===== src/lfrsc_consts.vh =====
`ifndef LFRSC_CONSTS_VH
`define LFRSC_CONSTS_VH

// clock rate and documented intervals in their own units
`define LFRSC_CLK_MHZ 10
`define LFRSC_OC_FILT_US 200
`define LFRSC_RETRY_MS 1400
`define LFRSC_SS_US 1300
`define LFRSC_OC_FILT_CYC (`LFRSC_OC_FILT_US * `LFRSC_CLK_MHZ)
`define LFRSC_RETRY_CYC (`LFRSC_RETRY_MS * 1000 * `LFRSC_CLK_MHZ)
`define LFRSC_SS_CYC (`LFRSC_SS_US * `LFRSC_CLK_MHZ)
`define LFRSC_TMR_W 24

// successive overcurrent shutdowns before the load is abnormal
`define LFRSC_OC_LIMIT 4'hC

// serial word framing
`define LFRSC_SER_BITS 4'h8
`define LFRSC_SER_MODE_BITS 4'h4
`define LFRSC_MODE_RST_A 4'h0
`define LFRSC_MODE_RST_B 4'hE

// serial register addresses
`define LFRSC_SA_GROUP 4'h1
`define LFRSC_SA_DIM_A 4'h2
`define LFRSC_SA_DIM_B 4'h3
`define LFRSC_SA_DIM_F 4'h4
`define LFRSC_SA_ON 4'h5
`define LFRSC_SA_SYS 4'h6

// on/off register fields
`define LFRSC_ON_REGL 0
`define LFRSC_ON_FLASH 1
`define LFRSC_ON_B 2
`define LFRSC_ON_A 3

// host bus byte addresses
`define LFRSC_BA_STATUS 8'h00
`define LFRSC_BA_IRQ_EN 8'h04
`define LFRSC_BA_IRQ_CLR 8'h08
`define LFRSC_BA_STATE 8'h0C
`define LFRSC_BA_SERREG 8'h10

// interrupt status bits
`define LFRSC_EV_W 5
`define LFRSC_EV_OC_STOP 0
`define LFRSC_EV_ABNORMAL 1
`define LFRSC_EV_THERMAL 2
`define LFRSC_EV_SER_WR 3
`define LFRSC_EV_RST_MODE 4

// regulator sequencer states
`define LFRSC_ST_OFF 2'h0
`define LFRSC_ST_RUN 2'h1
`define LFRSC_ST_WAIT 2'h2
`define LFRSC_ST_LOCK 2'h3

// synchroniser lane positions
`define LFRSC_SY_W 7
`define LFRSC_SY_SCLK 0
`define LFRSC_SY_SEN 1
`define LFRSC_SY_SDAT 2
`define LFRSC_SY_SLR 3
`define LFRSC_SY_OC 4
`define LFRSC_SY_THI 5
`define LFRSC_SY_TLO 6

`endif


===== src/lfrsc_ctrl.v =====
// Strobed register access and the register offsets were decided locally.
`timescale 1ns/1ps
`include "lfrsc_consts.vh"
// Overview of operation
// - regulator runs only while on/off register bit D4 (LSB) is 1
// - overcurrent held 200us stops regulator; restart after 1.4s wait
// - twelfth successive overcurrent shutdown latches abnormal load, regulator stays off
// - abnormal latch clears only when reset mode is selected
// - pump stops above 180C indication, resumes at below-160C indication
// - supply-loss pin low clears control registers, LEDs off, standby; abnormal latch and lock kept
// - power-up, supply-loss low or reset mode clear all control registers
// - serial writes applied in arrival order, any address order
// - clearing all on/off bits gives standby, other registers kept
// - channel switched on from standby waits 1.3ms soft start before lighting
// - enable low after four bits of mode 0H or EH selects reset mode
// - on/off bits: D1 group A, D2 group B, D3 flash, D4 regulator
module lfrsc_ctrl #(
    parameter [`LFRSC_TMR_W-1:0] RETRY_CYC = `LFRSC_RETRY_CYC,
    parameter [`LFRSC_TMR_W-1:0] SS_CYC = `LFRSC_SS_CYC
) (
    input wire ref_clk,
    input wire resetn,
    input wire clk_en,
    input wire ser_clk,
    input wire ser_en,
    input wire ser_data,
    input wire supply_loss_reset_n,
    input wire oc_ind,
    input wire temp_above_hi,
    input wire temp_below_lo,
    input wire [7:0] bus_addr,
    input wire [31:0] bus_wdata,
    input wire bus_wr,
    input wire bus_rd,
    output reg [31:0] bus_rdata,
    output reg irq,
    output reg regulated_output_pin,
    output reg pump_output,
    output reg led_a_on,
    output reg led_b_on,
    output reg flash_channel,
    output reg standby,
    output reg [3:0] group_sel,
    output reg [3:0] dim_a,
    output reg [3:0] dim_b,
    output reg [3:0] dim_flash,
    output reg [3:0] max_cur_sel
);

    localparam [`LFRSC_TMR_W-1:0] OC_FILT_CYC = `LFRSC_OC_FILT_CYC;

    // mode nibbles that select reset mode
    function is_reset_code;
        input [3:0] code;
        begin
            is_reset_code = (code == `LFRSC_MODE_RST_A) || (code == `LFRSC_MODE_RST_B);
        end
    endfunction

    // two-flop synchronisers for every pin from outside the clock domain
    wire [`LFRSC_SY_W-1:0] async_in;
    reg [`LFRSC_SY_W-1:0] sy1_reg;
    reg [`LFRSC_SY_W-1:0] sy2_reg;
    reg [`LFRSC_SY_W-1:0] sy3_reg;
    assign async_in = {temp_below_lo, temp_above_hi, oc_ind, supply_loss_reset_n,
                       ser_data, ser_en, ser_clk};
    genvar gi;
    generate
        for (gi = 0; gi < `LFRSC_SY_W; gi = gi + 1)
        begin : g_sync
            always @(posedge ref_clk or negedge resetn)
            begin
                if (!resetn)
                begin
                    sy1_reg[gi] <= 1'b0;
                    sy2_reg[gi] <= 1'b0;
                    sy3_reg[gi] <= 1'b0;
                end
                else if (clk_en)
                begin
                    sy1_reg[gi] <= async_in[gi];
                    sy2_reg[gi] <= sy1_reg[gi];
                    sy3_reg[gi] <= sy2_reg[gi];
                end
            end
        end
    endgenerate

    wire sclk_rise = sy2_reg[`LFRSC_SY_SCLK] & ~sy3_reg[`LFRSC_SY_SCLK];
    wire sen = sy2_reg[`LFRSC_SY_SEN];
    wire sen_fall = ~sy2_reg[`LFRSC_SY_SEN] & sy3_reg[`LFRSC_SY_SEN];
    wire supply_lost = ~sy2_reg[`LFRSC_SY_SLR];
    wire oc_s = sy2_reg[`LFRSC_SY_OC];
    wire thi_s = sy2_reg[`LFRSC_SY_THI];
    wire tlo_s = sy2_reg[`LFRSC_SY_TLO];

    // serial shifter and register state
    reg [7:0] shift_reg;
    reg [3:0] bit_cnt_reg;
    reg [3:0] group_reg;
    reg [3:0] dim_a_reg;
    reg [3:0] dim_b_reg;
    reg [3:0] dim_f_reg;
    reg [3:0] on_reg;
    reg [3:0] sys_reg;
    reg [1:0] st_reg;
    reg [1:0] st_next;
    reg [`LFRSC_TMR_W-1:0] tmr_reg;
    reg [`LFRSC_TMR_W-1:0] run_clean_reg;
    reg [3:0] oc_cnt_reg;
    reg abnormal_reg;
    reg hot_reg;
    reg [`LFRSC_TMR_W-1:0] ss_tmr_reg;
    reg ss_done_reg;
    reg [`LFRSC_EV_W-1:0] status_reg;
    reg [`LFRSC_EV_W-1:0] irq_en_reg;

    // end of frame decoding
    wire [3:0] mode_nib = (bit_cnt_reg == `LFRSC_SER_BITS) ? shift_reg[7:4] : shift_reg[3:0];
    wire rst_mode = sen_fall && (bit_cnt_reg >= `LFRSC_SER_MODE_BITS)
                    && is_reset_code(mode_nib);
    wire ser_wr = sen_fall && !rst_mode && (bit_cnt_reg == `LFRSC_SER_BITS);
    wire [3:0] wr_addr = shift_reg[7:4];
    wire [3:0] wr_data = shift_reg[3:0];
    wire ctl_clear = supply_lost || rst_mode;

    // shift bits in on serial clock rises while enable is high
    always @(posedge ref_clk or negedge resetn)
    begin
        if (!resetn)
        begin
            shift_reg <= 8'h00;
            bit_cnt_reg <= 4'h0;
        end
        else if (clk_en)
        begin
            if (!sen || supply_lost)
            begin
                bit_cnt_reg <= 4'h0;
            end
            else if (sclk_rise && bit_cnt_reg != `LFRSC_SER_BITS)
            begin
                shift_reg <= {shift_reg[6:0], sy2_reg[`LFRSC_SY_SDAT]};
                bit_cnt_reg <= bit_cnt_reg + 4'h1;
            end
        end
    end

    // control registers, each frame applied as soon as it closes
    always @(posedge ref_clk or negedge resetn)
    begin
        if (!resetn)
        begin
            group_reg <= 4'h0;
            dim_a_reg <= 4'h0;
            dim_b_reg <= 4'h0;
            dim_f_reg <= 4'h0;
            on_reg <= 4'h0;
            sys_reg <= 4'h0;
        end
        else if (clk_en)
        begin
            if (ctl_clear)
            begin
                group_reg <= 4'h0;
                dim_a_reg <= 4'h0;
                dim_b_reg <= 4'h0;
                dim_f_reg <= 4'h0;
                on_reg <= 4'h0;
                sys_reg <= 4'h0;
            end
            else if (ser_wr)
            begin
                case (wr_addr)
                    `LFRSC_SA_GROUP: group_reg <= wr_data;
                    `LFRSC_SA_DIM_A: dim_a_reg <= wr_data;
                    `LFRSC_SA_DIM_B: dim_b_reg <= wr_data;
                    `LFRSC_SA_DIM_F: dim_f_reg <= wr_data;
                    `LFRSC_SA_ON: on_reg <= wr_data;
                    `LFRSC_SA_SYS: sys_reg <= wr_data;
                    default: on_reg <= on_reg;
                endcase
            end
        end
    end

    wire regl_req = on_reg[`LFRSC_ON_REGL];
    wire oc_hit = (st_reg == `LFRSC_ST_RUN) && (tmr_reg == OC_FILT_CYC - 1'b1) && oc_s;

    // regulator sequencer: run, stop on overcurrent, wait, retry or lock
    always @*
    begin
        st_next = st_reg;
        case (st_reg)
            `LFRSC_ST_OFF:
                if (regl_req)
                    st_next = `LFRSC_ST_RUN;
            `LFRSC_ST_RUN:
                if (!regl_req)
                    st_next = `LFRSC_ST_OFF;
                else if (oc_hit && oc_cnt_reg == `LFRSC_OC_LIMIT - 4'h1)
                    st_next = `LFRSC_ST_LOCK;
                else if (oc_hit)
                    st_next = `LFRSC_ST_WAIT;
            `LFRSC_ST_WAIT:
                if (!regl_req)
                    st_next = `LFRSC_ST_OFF;
                else if (tmr_reg == RETRY_CYC - 1'b1)
                    st_next = `LFRSC_ST_RUN;
            `LFRSC_ST_LOCK:
                st_next = `LFRSC_ST_LOCK;
            default:
                st_next = `LFRSC_ST_OFF;
        endcase
        if (rst_mode)
            st_next = `LFRSC_ST_OFF;
        else if (supply_lost && st_reg != `LFRSC_ST_LOCK)
            st_next = `LFRSC_ST_OFF;
    end

    // state, interval timer, successive-shutdown count and abnormal latch
    always @(posedge ref_clk or negedge resetn)
    begin
        if (!resetn)
        begin
            st_reg <= `LFRSC_ST_OFF;
            tmr_reg <= {`LFRSC_TMR_W{1'b0}};
            oc_cnt_reg <= 4'h0;
            abnormal_reg <= 1'b0;
        end
        else if (clk_en)
        begin
            st_reg <= st_next;
            if (st_next != st_reg)
                tmr_reg <= {`LFRSC_TMR_W{1'b0}};
            else if (st_reg == `LFRSC_ST_RUN && !oc_s)
                tmr_reg <= {`LFRSC_TMR_W{1'b0}};
            else if (st_reg == `LFRSC_ST_RUN || st_reg == `LFRSC_ST_WAIT)
                tmr_reg <= tmr_reg + 1'b1;
            if (ctl_clear || st_next == `LFRSC_ST_OFF)
                oc_cnt_reg <= 4'h0;
            else if (oc_hit)
                oc_cnt_reg <= oc_cnt_reg + 4'h1;
            else if (st_reg == `LFRSC_ST_RUN && st_next == `LFRSC_ST_RUN
                     && run_clean_reg >= RETRY_CYC - 1'b1)
                oc_cnt_reg <= 4'h0;
            if (rst_mode)
                abnormal_reg <= 1'b0;
            else if (st_next == `LFRSC_ST_LOCK)
                abnormal_reg <= 1'b1;
        end
    end

    // clean-run timer: regulator running with no overcurrent at all
    always @(posedge ref_clk or negedge resetn)
    begin
        if (!resetn)
            run_clean_reg <= {`LFRSC_TMR_W{1'b0}};
        else if (clk_en)
        begin
            if (st_reg != `LFRSC_ST_RUN || oc_s)
                run_clean_reg <= {`LFRSC_TMR_W{1'b0}};
            else if (run_clean_reg != RETRY_CYC - 1'b1)
                run_clean_reg <= run_clean_reg + 1'b1;
        end
    end

    // thermal hysteresis and soft start
    wire any_led = on_reg[`LFRSC_ON_A] | on_reg[`LFRSC_ON_B] | on_reg[`LFRSC_ON_FLASH];
    always @(posedge ref_clk or negedge resetn)
    begin
        if (!resetn)
        begin
            hot_reg <= 1'b0;
            ss_tmr_reg <= {`LFRSC_TMR_W{1'b0}};
            ss_done_reg <= 1'b0;
        end
        else if (clk_en)
        begin
            if (thi_s)
                hot_reg <= 1'b1;
            else if (tlo_s)
                hot_reg <= 1'b0;
            if (!any_led)
            begin
                ss_tmr_reg <= {`LFRSC_TMR_W{1'b0}};
                ss_done_reg <= 1'b0;
            end
            else if (!ss_done_reg)
            begin
                if (ss_tmr_reg == SS_CYC - 1'b1)
                    ss_done_reg <= 1'b1;
                else
                    ss_tmr_reg <= ss_tmr_reg + 1'b1;
            end
        end
    end

    // interrupt events, enable register, set wins over clear
    wire [`LFRSC_EV_W-1:0] ev;
    assign ev[`LFRSC_EV_OC_STOP] = oc_hit;
    assign ev[`LFRSC_EV_ABNORMAL] = (st_next == `LFRSC_ST_LOCK) && (st_reg != `LFRSC_ST_LOCK);
    assign ev[`LFRSC_EV_THERMAL] = thi_s && !hot_reg;
    assign ev[`LFRSC_EV_SER_WR] = ser_wr;
    assign ev[`LFRSC_EV_RST_MODE] = rst_mode;
    wire clr_hit = bus_wr && (bus_addr == `LFRSC_BA_IRQ_CLR);
    always @(posedge ref_clk or negedge resetn)
    begin
        if (!resetn)
        begin
            status_reg <= {`LFRSC_EV_W{1'b0}};
            irq_en_reg <= {`LFRSC_EV_W{1'b0}};
        end
        else if (clk_en)
        begin
            status_reg <= (status_reg & ~(clr_hit ? bus_wdata[`LFRSC_EV_W-1:0]
                          : {`LFRSC_EV_W{1'b0}})) | ev;
            if (bus_wr && bus_addr == `LFRSC_BA_IRQ_EN)
                irq_en_reg <= bus_wdata[`LFRSC_EV_W-1:0];
        end
    end

    // host read port, data one cycle after the strobe
    always @(posedge ref_clk or negedge resetn)
    begin
        if (!resetn)
            bus_rdata <= 32'h00000000;
        else if (clk_en)
        begin
            bus_rdata <= 32'h00000000;
            if (bus_rd)
            begin
                case (bus_addr)
                    `LFRSC_BA_STATUS: bus_rdata <= {27'h0000000, status_reg};
                    `LFRSC_BA_IRQ_EN: bus_rdata <= {27'h0000000, irq_en_reg};
                    `LFRSC_BA_STATE: bus_rdata <= {23'h000000, st_reg, oc_cnt_reg,
                                                  hot_reg, ss_done_reg, abnormal_reg};
                    `LFRSC_BA_SERREG: bus_rdata <= {8'h00, sys_reg, on_reg, dim_f_reg,
                                                   dim_b_reg, dim_a_reg, group_reg};
                    default: bus_rdata <= 32'h00000000;
                endcase
            end
        end
    end

    // registered outputs
    always @(posedge ref_clk or negedge resetn)
    begin
        if (!resetn)
        begin
            irq <= 1'b0;
            regulated_output_pin <= 1'b0;
            pump_output <= 1'b0;
            led_a_on <= 1'b0;
            led_b_on <= 1'b0;
            flash_channel <= 1'b0;
            standby <= 1'b1;
            group_sel <= 4'h0;
            dim_a <= 4'h0;
            dim_b <= 4'h0;
            dim_flash <= 4'h0;
            max_cur_sel <= 4'h0;
        end
        else if (clk_en)
        begin
            irq <= |(status_reg & irq_en_reg);
            regulated_output_pin <= (st_reg == `LFRSC_ST_RUN) && regl_req;
            pump_output <= any_led && !hot_reg;
            led_a_on <= on_reg[`LFRSC_ON_A] && ss_done_reg && !hot_reg;
            led_b_on <= on_reg[`LFRSC_ON_B] && ss_done_reg && !hot_reg;
            flash_channel <= on_reg[`LFRSC_ON_FLASH] && ss_done_reg && !hot_reg;
            standby <= !any_led && !regl_req;
            group_sel <= group_reg;
            dim_a <= dim_a_reg;
            dim_b <= dim_b_reg;
            dim_flash <= dim_f_reg;
            max_cur_sel <= sys_reg;
        end
    end

endmodule


===== config.mk =====
export PLATFORM = sky130hd
export DESIGN_NAME = lfrsc_ctrl
export DESIGN_NICKNAME = d
export VERILOG_FILES = /design/src/lfrsc_ctrl.v
export VERILOG_INCLUDE_DIRS = /design/src
export SDC_FILE = /design/constraint.sdc
export NUM_CORES = 1
export LEC_CHECK = 0
export BUFFER_PORTS_ARGS = -buffer_cell sky130_fd_sc_hd__buf_2
export CORE_AREA = 2 2 135 137
export CTS_BUF_LIST = sky130_fd_sc_hd__clkbuf_16
export CTS_CLUSTER_SIZE = 28
export DETAILED_ROUTE_END_ITERATION = 8
export DIE_AREA = 0 0 137 139
export GPL_TIMING_DRIVEN = 0
export PLACE_DENSITY = 0.85
export SETUP_SLACK_MARGIN = 0.2
export SYNTH_ARGS = -nofsm -noshare
export SYNTH_HDL_FRONTEND = slang
export SYNTH_SLANG_ARGS = --single-unit

===== constraint.sdc =====
create_clock -name ref_clk -period 9 [get_ports ref_clk]
set_input_delay 1.8 -clock ref_clk [delete_from_list [all_inputs] [get_ports ref_clk]]
set_output_delay 1.8 -clock ref_clk [all_outputs]
set_load 0.02 [all_outputs]

==> results_tabular.tex, run 1 <==
\begin{tabular}{lr}
\hline
Metric & Value \\
\hline
\multicolumn{2}{l}{\textbf{Run status}} \\
Result of the run & complete, no violations \\
\multicolumn{2}{l}{\textbf{Route}} \\
Vias after detailed routing & 7679 \\
Antenna violation net count after detailed routing & 0 \\
Mean routed wirelength per cell & 18.8 um \\
Number of remaining DRC errors & 0 \\
Pre-antenna DRT Iters & 5 \\
Wire length reported by the detailed router & 23500 um \\
Post-DR vias/cell & 6.14 \\
DRC violation total after the first TritonRoute iteration & 808 \\
\multicolumn{2}{l}{\textbf{Clock network}} \\
\# clock sinks & 194 \\
Clock latency on the worst-skew pair & 0.43 ns \\
Count of cells resized by post-cts repair & 0 \\
Clock-pin slew reported for the worst setup and hold paths after clock tree synthesis & 0.07 ns \\
CTS buffer count & 17 \\
Hold-fix buffer count after cts & 0 \\
CTS tree & yes \\
Cell chosen for the clock root & sky130\_fd\_sc\_hd\_\_clkbuf\_16 \\
Buffers inserted during post-CTS setup optimization & 0 \\
H-tree level count & 4 \\
Buffer depth of the longest clock path & 2 \\
\multicolumn{2}{l}{\textbf{Timing}} \\
Tightest slew margin relative to the limit & 41.8\% \\
Setup total negative slack & 0 ns \\
Final Max Slew Viols & 0 \\
Setup repair after global routing missed its margin & no \\
Slew of the pin with the lowest slew margin & 0.866 ns \\
Number of setup violations in the final report & 0 \\
Final hold violations & 0 \\
Final Skew & 0.0122 ns \\
Achievable clock frequency & 245 MHz \\
Clock period minus final worst setup slack & 4.09 ns \\
Final cycle utilization of the critical path & 45.4\% \\
Hold Slack & 0.486 ns \\
\multicolumn{2}{l}{\textbf{Cells and area}} \\
Number of nets in the finished design & 1071 \\
Layout Area Growth over Synthesis & 14.1\% \\
Most common cell after layout, fill and taps aside & sky130\_fd\_sc\_hd\_\_dfrtp\_1 \\
Layout cells sized above 1 & 20.9\% \\
Highest-count cells in the layout ignoring fill and taps & 193 x sky130\_fd\_sc\_hd\_\_dfrtp\_1, 89 x sky130\_fd\_sc\_hd\_\_nand2\_1, 77 x sky130\_fd\_sc\_hd\_\_nor2\_1 \\
Final cell count without fillers & 1251 \\
N\_diodes & 0 \\
\multicolumn{2}{l}{\textbf{Global routing}} \\
Global-route wire length before repair & 38500 um \\
Antenna violations before repair & 0 \\
Largest net degree at the start of global routing & 130 \\
Via count of the first global-routing pass & 7523 \\
GRT Overall Usage & 25.7\% \\
Total congestion overflow after global routing & 0 \\
\multicolumn{2}{l}{\textbf{Synth}} \\
Multiplexer share of the synthesized area & 8.10\% \\
Synthesis Warnings & 0 \\
Cell area after technology mapping & 9450 um2 \\
Cell taking the most area after synthesis & sky130\_fd\_sc\_hd\_\_dfrtp\_1 \\
Most common flop cell mapped by yosys & sky130\_fd\_sc\_hd\_\_dfrtp\_1 \\
Cells after Synth & 907 \\
Flip-flop and latch count after synthesis & 194 \\
Count of distinct cell types in the synthesized netlist & 73 \\
Fraction of the mapped netlist area in adder cells & 1.32\% \\
Synthesized area per cell & 10.4 um2 \\
Fraction of synthesized cell area in xor and xnor cells & 2.69\% \\
FFs w/ async S/R, synth & 100\% \\
Area share of the largest cell type after synthesis & 51.1\% \\
Share of the yosys chip area belonging to registers & 51.4\% \\
Synthesized-area fraction occupied by and/or/nand/nor cells & 19.4\% \\
Main area contributors after synthesis & sky130\_fd\_sc\_hd\_\_dfrtp\_1 51\%, sky130\_fd\_sc\_hd\_\_mux2\_2 8.1\%, sky130\_fd\_sc\_hd\_\_nand2\_1 3.5\%, sky130\_fd\_sc\_hd\_\_nor2\_1 3.1\%, sky130\_fd\_sc\_hd\_\_o21ai\_0 2.6\% \\
Main combinational cell family by area after synthesis & simple AND/OR/NAND/NOR gates \\
Synth Area in Compound Gates & 14.1\% \\
EDFF count, synth & 0 \\
\multicolumn{2}{l}{\textbf{Critical path}} \\
Critical Path Sink Type & flop \\
Largest stage delay on the critical path & 0.55 ns \\
Worst path bufs/invs & 4 \\
WP data required & 9.37 ns \\
Top Family by Delay on Critical Path & buffers and inverters \\
Worst r2r src & st\_reg[0] \\
Worst-path cell with the longest stage delay & sky130\_fd\_sc\_hd\_\_or4\_1 \\
Worst path most repeated cell & sky130\_fd\_sc\_hd\_\_clkbuf\_1 \\
Element type at the critical path start & input pin \\
Path depth of the worst reg2reg path & 12 \\
R2R Setup Slk & 5.21 ns \\
Reg-to-Reg End & tmr\_reg[23] \\
Cell-by-cell listing of the critical path & buf\_2 > or4\_1 > nor2\_1 > and3\_1 > clkbuf\_1 > and3\_1 > clkbuf\_1 > clkbuf\_1 > a22o\_1 \\
Arrival time at the worst endpoint & 4.46 ns \\
Worst setup path category & in -> reg \\
Crit Path Max Fanout & 10 \\
\multicolumn{2}{l}{\textbf{Min path}} \\
Number of instances on the worst hold path & 1 \\
Classification of the worst-slack hold path & reg -> reg \\
Worst Min Path Start & bus\_rdata[2] \\
Worst-case hold path end point & bus\_rdata[2] \\
\multicolumn{2}{l}{\textbf{Placed design}} \\
Placed cell count & 1219 \\
GPL Wtd Cong & 0.935 \\
Detailed placer's ending HPWL & 16400 um \\
Port Buffer Count & 75 \\
\multicolumn{2}{l}{\textbf{Pwr}} \\
Leakage dissipation & 4.92 nW \\
Cell area power density & 241 nW/um2 \\
Maximum resistive drop on vdd & 148 uV \\
\multicolumn{2}{l}{\textbf{Floorplanning}} \\
Effective utilization at floorplan & 53.5\% \\
Rows & 49 \\
Die ar. & 19000 um2 \\
Core footprint & 17700 um2 \\
Width of the die & 137 um \\
I/O pin cnt & 111 \\
Vertical die dimension & 139 um \\
\multicolumn{2}{l}{\textbf{Run}} \\
Max-capacitance violation count & 0 \\
\hline
\end{tabular}
## area by class of cell
type	instances	area, um2
plain buffers	40	198
clock buffers	17	425
clock inverters	15	181
fillers	1384	6870
inverters	24	90.1
multi-input cells	656	4340
flip-flops and latches	194	4860
well taps	229	287
repair buffers	76	413
## metrics by stage
| stage | cell area, um2 | setup slack (ns) | total power, mW | utilization [%] |
|---|---|---|---|---|
| 6_report | 10800 | 4.91 | 2.59 | 61.1 |
| 3_5_place_dp | 10200 | 4.53 | 1.81 | 57.6 |
| 2_1_floorplan | 9480 | 5.27 | 1.59 | - |
| 4_1_cts | 10800 | 4.97 | 2.59 | 61.1 |
| 3_3_place_gp | 10100 | 3.00 | 1.78 | 57.4 |
| 5_1_grt | 10800 | 4.78 | 2.71 | 61.1 |
## Yosys cell counts, types with 3 or more instances
| master | number |
|---|---|
| sky130_fd_sc_hd__dfrtp_1 | 193 |
| sky130_fd_sc_hd__nand2_1 | 89 |
| sky130_fd_sc_hd__nor2_1 | 77 |
| sky130_fd_sc_hd__mux2_2 | 68 |
| sky130_fd_sc_hd__o21ai_0 | 50 |
| sky130_fd_sc_hd__nand3_1 | 45 |
| sky130_fd_sc_hd__a21oi_1 | 29 |
| sky130_fd_sc_hd__nor3_1 | 26 |
| sky130_fd_sc_hd__a22o_1 | 24 |
| sky130_fd_sc_hd__and3_1 | 24 |
| sky130_fd_sc_hd__clkbuf_1 | 24 |
| sky130_fd_sc_hd__inv_1 | 24 |
| sky130_fd_sc_hd__xor2_1 | 21 |
| sky130_fd_sc_hd__nand4_1 | 18 |
| sky130_fd_sc_hd__or3_1 | 15 |
| sky130_fd_sc_hd__nor4_1 | 12 |
| sky130_fd_sc_hd__o2bb2ai_1 | 12 |
| sky130_fd_sc_hd__nand2b_1 | 11 |
| sky130_fd_sc_hd__a21o_1 | 10 |
| sky130_fd_sc_hd__ha_1 | 10 |
| sky130_fd_sc_hd__buf_4 | 8 |
| sky130_fd_sc_hd__xnor2_1 | 8 |
| sky130_fd_sc_hd__o31ai_1 | 7 |
| sky130_fd_sc_hd__or4_1 | 7 |
| sky130_fd_sc_hd__a222oi_1 | 6 |
| sky130_fd_sc_hd__a22oi_1 | 5 |
| sky130_fd_sc_hd__a31oi_1 | 4 |
| sky130_fd_sc_hd__buf_1 | 4 |
| sky130_fd_sc_hd__nand3b_1 | 4 |
| sky130_fd_sc_hd__nor2b_1 | 4 |
| sky130_fd_sc_hd__o311ai_1 | 4 |
| sky130_fd_sc_hd__and2_1 | 3 |
| sky130_fd_sc_hd__and4b_1 | 3 |
| sky130_fd_sc_hd__nor3b_1 | 3 |
| sky130_fd_sc_hd__o2111ai_1 | 3 |
| sky130_fd_sc_hd__o311ai_2 | 3 |
| sky130_fd_sc_hd__or2_2 | 3 |
| sky130_fd_sc_hd__or4b_2 | 3 |
## worst max-delay path by stage
| stage | slack (ns) | startpoint | endpoint | cells after the start |
|---|---|---|---|---|
| 6_report | 4.91 | bus_addr[0] | bus_rdata[18] | 9 |
| 5_1_grt | 4.78 | bus_addr[0] | bus_rdata[16] | 9 |
| 4_1_cts | 4.97 | bus_addr[0] | bus_rdata[18] | 9 |
| 3_5_place_dp | 4.53 | bus_addr[0] | bus_rdata[17] | 9 |
| 3_3_place_gp | 3.00 | resetn | max_cur_sel[2] | 1 |
| 2_1_floorplan | 5.27 | bus_addr[0] | bus_rdata[14] | 8 |
## cells by family after synthesis
logic type / Yosys count
AOI/OAI and AO/OA: 182
adders and majority gates: 10
muxes: 68
and+or+nand+nor: 359
xor gates and xnor gates: 29
buffers and inverters: 64
other: 1
DFF: 194
## where the power goes
group | switching [mW] | internal (mW)
Sequential | 0.163 | 1.03
Combinational | 0.375 | 0.245
Clock | 0.342 | 0.441
## routing by layer
| metal | global-route usage (%) | part of all wire [%] | vias to the layer above |
|---|---|---|---|
| met3 | 4.35 | 5.3 | 76 |
| met5 | 0 | 0 | - |
| met2 | 41.7 | 50 | 296 |
| li1 | - | - | 3512 |
| met1 | 33.4 | 41 | 3795 |
| met4 | 12.3 | 4.0 | 0 |
Power figures use the tool's default switching activity.
==> run 2: changes to the inputs <==
==> constraint.sdc (replaced) <==
create_clock -name ref_clk -period 3.9 [get_ports ref_clk]
set_input_delay 0.78 -clock ref_clk [delete_from_list [all_inputs] [get_ports ref_clk]]
set_output_delay 0.78 -clock ref_clk [all_outputs]
set_load 0.02 [all_outputs]
==> run 2 against run 1 <==
Against the previous run:
- sequential power grew 130%
- non-clock buffer count is the same
- worst setup slack lost 4.4 ns
- die area is the same
- flip-flop and latch count is the same
- count of clock-buffer cells in the layout is the same
- global-route usage is the same
- critical path depth grew 3
- first-iteration DRC count shrank 0.87%
- sequential share of layout area shrank 0.063 points
- largest power group unchanged
==> results_tabular.tex, run 2 (synthesis results as in run 1) <==
\begin{tabular}{lr}
\hline
Metric & Value \\
\hline
\multicolumn{2}{l}{\textbf{Run status}} \\
Result of the run & complete, no violations \\
\multicolumn{2}{l}{\textbf{Timing}} \\
Final cycle utilization of the critical path & 87.1\% \\
Final hold violations & 0 \\
Tightest slew margin relative to the limit & 44.2\% \\
Clock period minus final worst setup slack & 3.40 ns \\
Number of setup violations in the final report & 0 \\
Final Skew & 0.0127 ns \\
Achievable clock frequency & 294 MHz \\
Slew of the pin with the lowest slew margin & 0.835 ns \\
Setup total negative slack & 0 ns \\
Final Max Slew Viols & 0 \\
Setup repair after global routing missed its margin & no \\
\multicolumn{2}{l}{\textbf{Floorplanning}} \\
Die ar. & 19000 um2 \\
I/O pin cnt & 111 \\
Rows & 49 \\
Vertical die dimension & 139 um \\
Width of the die & 137 um \\
Core footprint & 17700 um2 \\
Effective utilization at floorplan & 53.5\% \\
\multicolumn{2}{l}{\textbf{Pwr}} \\
Sequential power share & 45.9\% \\
Cell internal power dissipation & 3.96 mW \\
Leakage dissipation & 4.93 nW \\
Maximum resistive drop on vdd & 343 uV \\
Clock power share & 30.2\% \\
Net Switching & 2.04 mW \\
Sw Share & 34.0\% \\
Portion of total power attributed to combinational logic & 24.0\% \\
Cell area power density & 555 nW/um2 \\
\multicolumn{2}{l}{\textbf{Route}} \\
Vias after detailed routing & 7626 \\
Mean routed wirelength per cell & 18.8 um \\
Antenna violation net count after detailed routing & 0 \\
Met3 Routed Length & 1210 um \\
Met2 WL & 11800 um \\
Number of remaining DRC errors & 0 \\
Pre-antenna DRT Iters & 6 \\
Wire length reported by the detailed router & 23600 um \\
Uppermost routed layer & met4 \\
Post-DR vias/cell & 6.10 \\
DRC violation total after the first TritonRoute iteration & 801 \\
Metal1 wirelength & 9620 um \\
\multicolumn{2}{l}{\textbf{Global routing}} \\
Largest net degree at the start of global routing & 130 \\
Antenna violations before repair & 0 \\
Total congestion overflow after global routing & 0 \\
GRT Overall Usage & 25.7\% \\
Global-route wire length before repair & 38500 um \\
Via count of the first global-routing pass & 7523 \\
\multicolumn{2}{l}{\textbf{Cells and area}} \\
Highest-count cells in the layout ignoring fill and taps & 193 x sky130\_fd\_sc\_hd\_\_dfrtp\_1, 89 x sky130\_fd\_sc\_hd\_\_nand2\_1, 77 x sky130\_fd\_sc\_hd\_\_nor2\_1 \\
Number of nets in the finished design & 1071 \\
Layout Area Growth over Synthesis & 14.3\% \\
N\_diodes & 0 \\
Area of all placed cells without fillers & 10800 um2 \\
Layout cells sized above 1 & 21.0\% \\
Most common cell after layout, fill and taps aside & sky130\_fd\_sc\_hd\_\_dfrtp\_1 \\
\multicolumn{2}{l}{\textbf{Clock network}} \\
CTS tree & yes \\
Clock latency on the worst-skew pair & 0.43 ns \\
\# clock sinks & 194 \\
Clock-pin slew reported for the worst setup and hold paths after clock tree synthesis & 0.07 ns \\
Cell chosen for the clock root & sky130\_fd\_sc\_hd\_\_clkbuf\_16 \\
Buffers inserted during post-CTS setup optimization & 0 \\
H-tree level count & 4 \\
CTS buffer count & 17 \\
Buffer depth of the longest clock path & 2 \\
Hold-fix buffer count after cts & 0 \\
\multicolumn{2}{l}{\textbf{Placed design}} \\
Port Buffer Count & 75 \\
Detailed placer's ending HPWL & 16400 um \\
GPL Wtd Cong & 0.935 \\
Post-place instance area & 10200 um2 \\
\multicolumn{2}{l}{\textbf{Run}} \\
Max-capacitance violation count & 0 \\
\multicolumn{2}{l}{\textbf{Critical path}} \\
Crit Path Max Fanout & 9 \\
Critical Path Sink Type & flop \\
Element type at the critical path start & flop \\
WP data required & 4.21 ns \\
Worst setup path category & reg -> reg \\
Arrival time at the worst endpoint & 3.70 ns \\
\multicolumn{2}{l}{\textbf{Min path}} \\
Classification of the worst-slack hold path & in -> async \\
\hline
\end{tabular}
==> run 2: final timing paths <==
kind                               from                to  slack [ns]  cells past startpoint
max                           st_reg[0]       tmr_reg[23]        0.50                     12
min                              resetn  run_clean_reg[9]        0.29                      1
max reg2reg                   st_reg[0]       tmr_reg[23]        0.50                     12
min reg2reg                bus_rdata[8]      bus_rdata[8]        0.48                      1
max in group asynchronous        resetn      dim_flash[2]        2.61                      2
min in group ref_clk       bus_rdata[8]      bus_rdata[8]        0.48                      1
==> run 2: area by class of cell <==
cell class | count | area, um2
fillers | 1380 | 6860
well taps | 229 | 287
multi-input cells | 656 | 4350
clock buffers | 17 | 425
flip-flops and latches | 194 | 4860
clock inverters | 15 | 181
repair buffers | 76 | 413
inverters | 24 | 90.1
plain buffers | 40 | 198
==> run 2: worst max-delay path, cell delays in order (launching register included) <==
cell and delay (ns):
sky130_fd_sc_hd__dfrtp_1 0.38, sky130_fd_sc_hd__clkbuf_1 0.36, sky130_fd_sc_hd__inv_1 0.17, sky130_fd_sc_hd__ha_1 0.31, sky130_fd_sc_hd__clkbuf_1 0.36, sky130_fd_sc_hd__nand3_1 0.30, sky130_fd_sc_hd__nor4_4 0.34, sky130_fd_sc_hd__nand2_1 0.15
sky130_fd_sc_hd__nor2_1 0.21, sky130_fd_sc_hd__nand3_1 0.16, sky130_fd_sc_hd__or2_2 0.32, sky130_fd_sc_hd__nand3_1 0.10, sky130_fd_sc_hd__o311ai_2 0.10
==> run 2: through the flow <==
| step | cells | setup slack, ns | hold WS [ns] | utilization (%) | total power [mW] |
|---|---|---|---|---|---|
| floorplan | 914 | 1.06 | 0.446 | - | 3.66 |
| global placement | 1218 | -1.08 | 0.461 | 57.4 | 4.10 |
| detailed placement | 1219 | 0.270 | 0.469 | 57.6 | 4.17 |
| CTS | 1251 | 0.240 | 0.312 | 61.1 | 5.98 |
| global route | 1251 | 0.255 | 0.328 | 61.2 | 6.25 |
| finish | 1251 | 0.503 | 0.286 | 61.2 | 5.99 |
==> run 2: power by group through the flow <==
stage          combinational [mW]  clock [mW]  sequential (mW)
5_1_grt                      1.56        1.90             2.79
4_1_cts                      1.43        1.82             2.73
2_1_floorplan               0.885           0             2.78
6_report                     1.44        1.81             2.75
3_3_place_gp                 1.36           0             2.75
3_5_place_dp                 1.41           0             2.76
==> run 2: per-layer routing <==
| metal | vias up | track usage, % |
|---|---|---|
| li1 | 3507 | - |
| met1 | 3777 | 33.4 |
| met2 | 265 | 41.7 |
| met3 | 77 | 4.35 |
| met4 | 0 | 12.3 |
| met5 | - | 0 |
==> run 2: what timing repair did <==
action                                 4_1_cts  5_1_grt
endpoints found under the hold margin        0        0
setup endpoints to repair                    0        4
gates resized for setup                      0        2
==> run 3: changes to the inputs <==
==> constraint.sdc (replaced) <==
create_clock -name ref_clk -period 4.1 [get_ports ref_clk]
set_input_delay 0.82 -clock ref_clk [delete_from_list [all_inputs] [get_ports ref_clk]]
set_output_delay 0.82 -clock ref_clk [all_outputs]
set_load 0.005 [all_outputs]
==> run 3 against run 2 <==
Against the previous run:
- via count barely moved
- fmax fell by 4.3%
- sequential share of layout area barely moved
- clock skew rose by 0.00051 ns
- sequential power fell by 5%
- count of clock-buffer cells in the layout did not move
- wire length fell by 0.22%
- register-to-register slack improved by 0.05 ns
- largest cell class unchanged
==> results_tabular.tex, run 3 (synthesis results as in run 1) <==
\begin{tabular}{lr}
\hline
Metric & Value \\
\hline
\multicolumn{2}{l}{\textbf{Run status}} \\
Result of the run & complete, no violations \\
\multicolumn{2}{l}{\textbf{Route}} \\
Antenna violation net count after detailed routing & 0 \\
Mean routed wirelength per cell & 18.8 um \\
DRC violation total after the first TritonRoute iteration & 815 \\
Number of remaining DRC errors & 0 \\
Post-DR vias/cell & 6.09 \\
Pre-antenna DRT Iters & 5 \\
Vias after detailed routing & 7622 \\
Wire length reported by the detailed router & 23500 um \\
\multicolumn{2}{l}{\textbf{Pwr}} \\
Sw Share & 32.6\% \\
Net Switching & 1.82 mW \\
Cell area power density & 517 nW/um2 \\
Final Power & 5.58 mW \\
Portion of total power attributed to combinational logic & 22.4\% \\
Maximum resistive drop on vdd & 325 uV \\
Sequential power share & 46.8\% \\
Cell internal power dissipation & 3.76 mW \\
Clock power share & 30.8\% \\
Leakage dissipation & 4.92 nW \\
\multicolumn{2}{l}{\textbf{Cells and area}} \\
Layout Area Growth over Synthesis & 14.2\% \\
Highest-count cells in the layout ignoring fill and taps & 193 x sky130\_fd\_sc\_hd\_\_dfrtp\_1, 89 x sky130\_fd\_sc\_hd\_\_nand2\_1, 77 x sky130\_fd\_sc\_hd\_\_nor2\_1 \\
Most common cell after layout, fill and taps aside & sky130\_fd\_sc\_hd\_\_dfrtp\_1 \\
N\_diodes & 0 \\
Final cell count without fillers & 1251 \\
Number of nets in the finished design & 1071 \\
Layout cells sized above 1 & 21.0\% \\
Area of all placed cells without fillers & 10800 um2 \\
\multicolumn{2}{l}{\textbf{Global routing}} \\
GRT Overall Usage & 25.7\% \\
Via count of the first global-routing pass & 7523 \\
Largest net degree at the start of global routing & 130 \\
Total congestion overflow after global routing & 0 \\
Global-route wire length before repair & 38500 um \\
Antenna violations before repair & 0 \\
\multicolumn{2}{l}{\textbf{Critical path}} \\
Worst path most repeated cell & sky130\_fd\_sc\_hd\_\_nand3\_1 \\
Path depth of the worst reg2reg path & 12 \\
Cell-by-cell listing of the critical path & clkbuf\_1 > inv\_1 > ha\_1 > clkbuf\_1 > nand3\_1 > nor4\_2 > nand2\_1 > nor2\_1 > nand3\_1 > or2\_2 > nand3\_1 > o311ai\_2 \\
Worst r2r src & st\_reg[0] \\
Largest stage delay on the critical path & 0.47 ns \\
Element type at the critical path start & flop \\
Worst-path cell with the longest stage delay & sky130\_fd\_sc\_hd\_\_nor4\_2 \\
Arrival time at the worst endpoint & 3.86 ns \\
Worst setup path category & reg -> reg \\
WP data required & 4.41 ns \\
Worst Setup SP & st\_reg[0] \\
Critical Path Sink Type & flop \\
Crit Path Max Fanout & 9 \\
\multicolumn{2}{l}{\textbf{Clock network}} \\
CTS tree & yes \\
CTS buffer count & 17 \\
Buffer depth of the longest clock path & 2 \\
\# clock sinks & 194 \\
H-tree level count & 4 \\
Clock latency on the worst-skew pair & 0.43 ns \\
Hold-fix buffer count after cts & 0 \\
Cell chosen for the clock root & sky130\_fd\_sc\_hd\_\_clkbuf\_16 \\
Count of cells resized by post-cts repair & 0 \\
Buffers inserted during post-CTS setup optimization & 0 \\
Clock-pin slew reported for the worst setup and hold paths after clock tree synthesis & 0.07 ns \\
\multicolumn{2}{l}{\textbf{Placed design}} \\
Placed cell count & 1219 \\
GPL Wtd Cong & 0.935 \\
Detailed placer's ending HPWL & 16400 um \\
Post-place instance area & 10200 um2 \\
Port Buffer Count & 75 \\
\multicolumn{2}{l}{\textbf{Timing}} \\
Final Max Slew Viols & 0 \\
Slew of the pin with the lowest slew margin & 0.832 ns \\
Final cycle utilization of the critical path & 86.6\% \\
Tightest slew margin relative to the limit & 44.4\% \\
Clock period minus final worst setup slack & 3.55 ns \\
Setup total negative slack & 0 ns \\
Setup repair after global routing missed its margin & no \\
Number of setup violations in the final report & 0 \\
Achievable clock frequency & 282 MHz \\
Final hold violations & 0 \\
Final Skew & 0.0132 ns \\
\multicolumn{2}{l}{\textbf{Floorplanning}} \\
Core footprint & 17700 um2 \\
I/O pin cnt & 111 \\
Width of the die & 137 um \\
Rows & 49 \\
Effective utilization at floorplan & 53.5\% \\
Vertical die dimension & 139 um \\
Die ar. & 19000 um2 \\
\multicolumn{2}{l}{\textbf{Min path}} \\
Classification of the worst-slack hold path & in -> async \\
\multicolumn{2}{l}{\textbf{Run}} \\
Max-capacitance violation count & 0 \\
\hline
\end{tabular}
run 3: worst max-delay path, delay by kind of cell (launching register included):
family | cells | cell delay [ns]
adder cells (fa/ha/maj) | 1 | 0.31
buffers and inverters | 3 | 0.91
flip-flops | 1 | 0.38
AO/OA/AOI/OAI | 1 | 0.10
AND/OR/NAND/NOR | 7 | 1.73
run 3: power groups by stage:
| stage | clock [mW] | sequential [mW] | combinational (mW) |
|---|---|---|---|
| 2_1_floorplan | 0 | 2.54 | 0.838 |
| 3_3_place_gp | 0 | 2.61 | 1.18 |
| 3_5_place_dp | 0 | 2.62 | 1.23 |
| 4_1_cts | 1.73 | 2.60 | 1.24 |
| 5_1_grt | 1.81 | 2.66 | 1.37 |
| 6_report | 1.72 | 2.61 | 1.25 |
run 3: worst paths after layout:
kind / end / slack (ns)
worst max-delay path: tmr_reg[23] / 0.55
max in group asynchronous: led_a_on / 2.80
worst min register to register: bus_rdata[8] / 0.49
worst max register to register: tmr_reg[23] / 0.55
worst min-delay path: run_clean_reg[9] / 0.33
min in group ref_clk: bus_rdata[8] / 0.49
run 3: through the flow:
stage / setup WS [ns] / util [%] / hold slack, ns
final: 0.549 / 61.1 / 0.326
after global routing: 0.321 / 61.1 / 0.368
after CTS: 0.440 / 61.1 / 0.352
after detailed placement: 0.470 / 57.6 / 0.469
after global placement: -0.916 / 57.4 / 0.461
after floorplan: 1.26 / - / 0.446
run 3: metal layers:
layer / routed length [um] / global-route usage (%) / vias up
met2: 11900 / 41.7 / 272
met5: 0 / 0 / -
met1: 9450 / 33.4 / 3779
met4: 879 / 12.3 / 0
met3: 1290 / 4.35 / 71
li1: - / - / 3500
run 3: layout make-up:
type	instances	area, um2
Buffer	40	198
Clock buffer	17	425
Clock inverter	15	181
Fill cell	1382	6870
Inverter	24	90.1
Multi-Input combinational cell	656	4340
Sequential cell	194	4860
Tap cell	229	287
Timing Repair Buffer	76	413
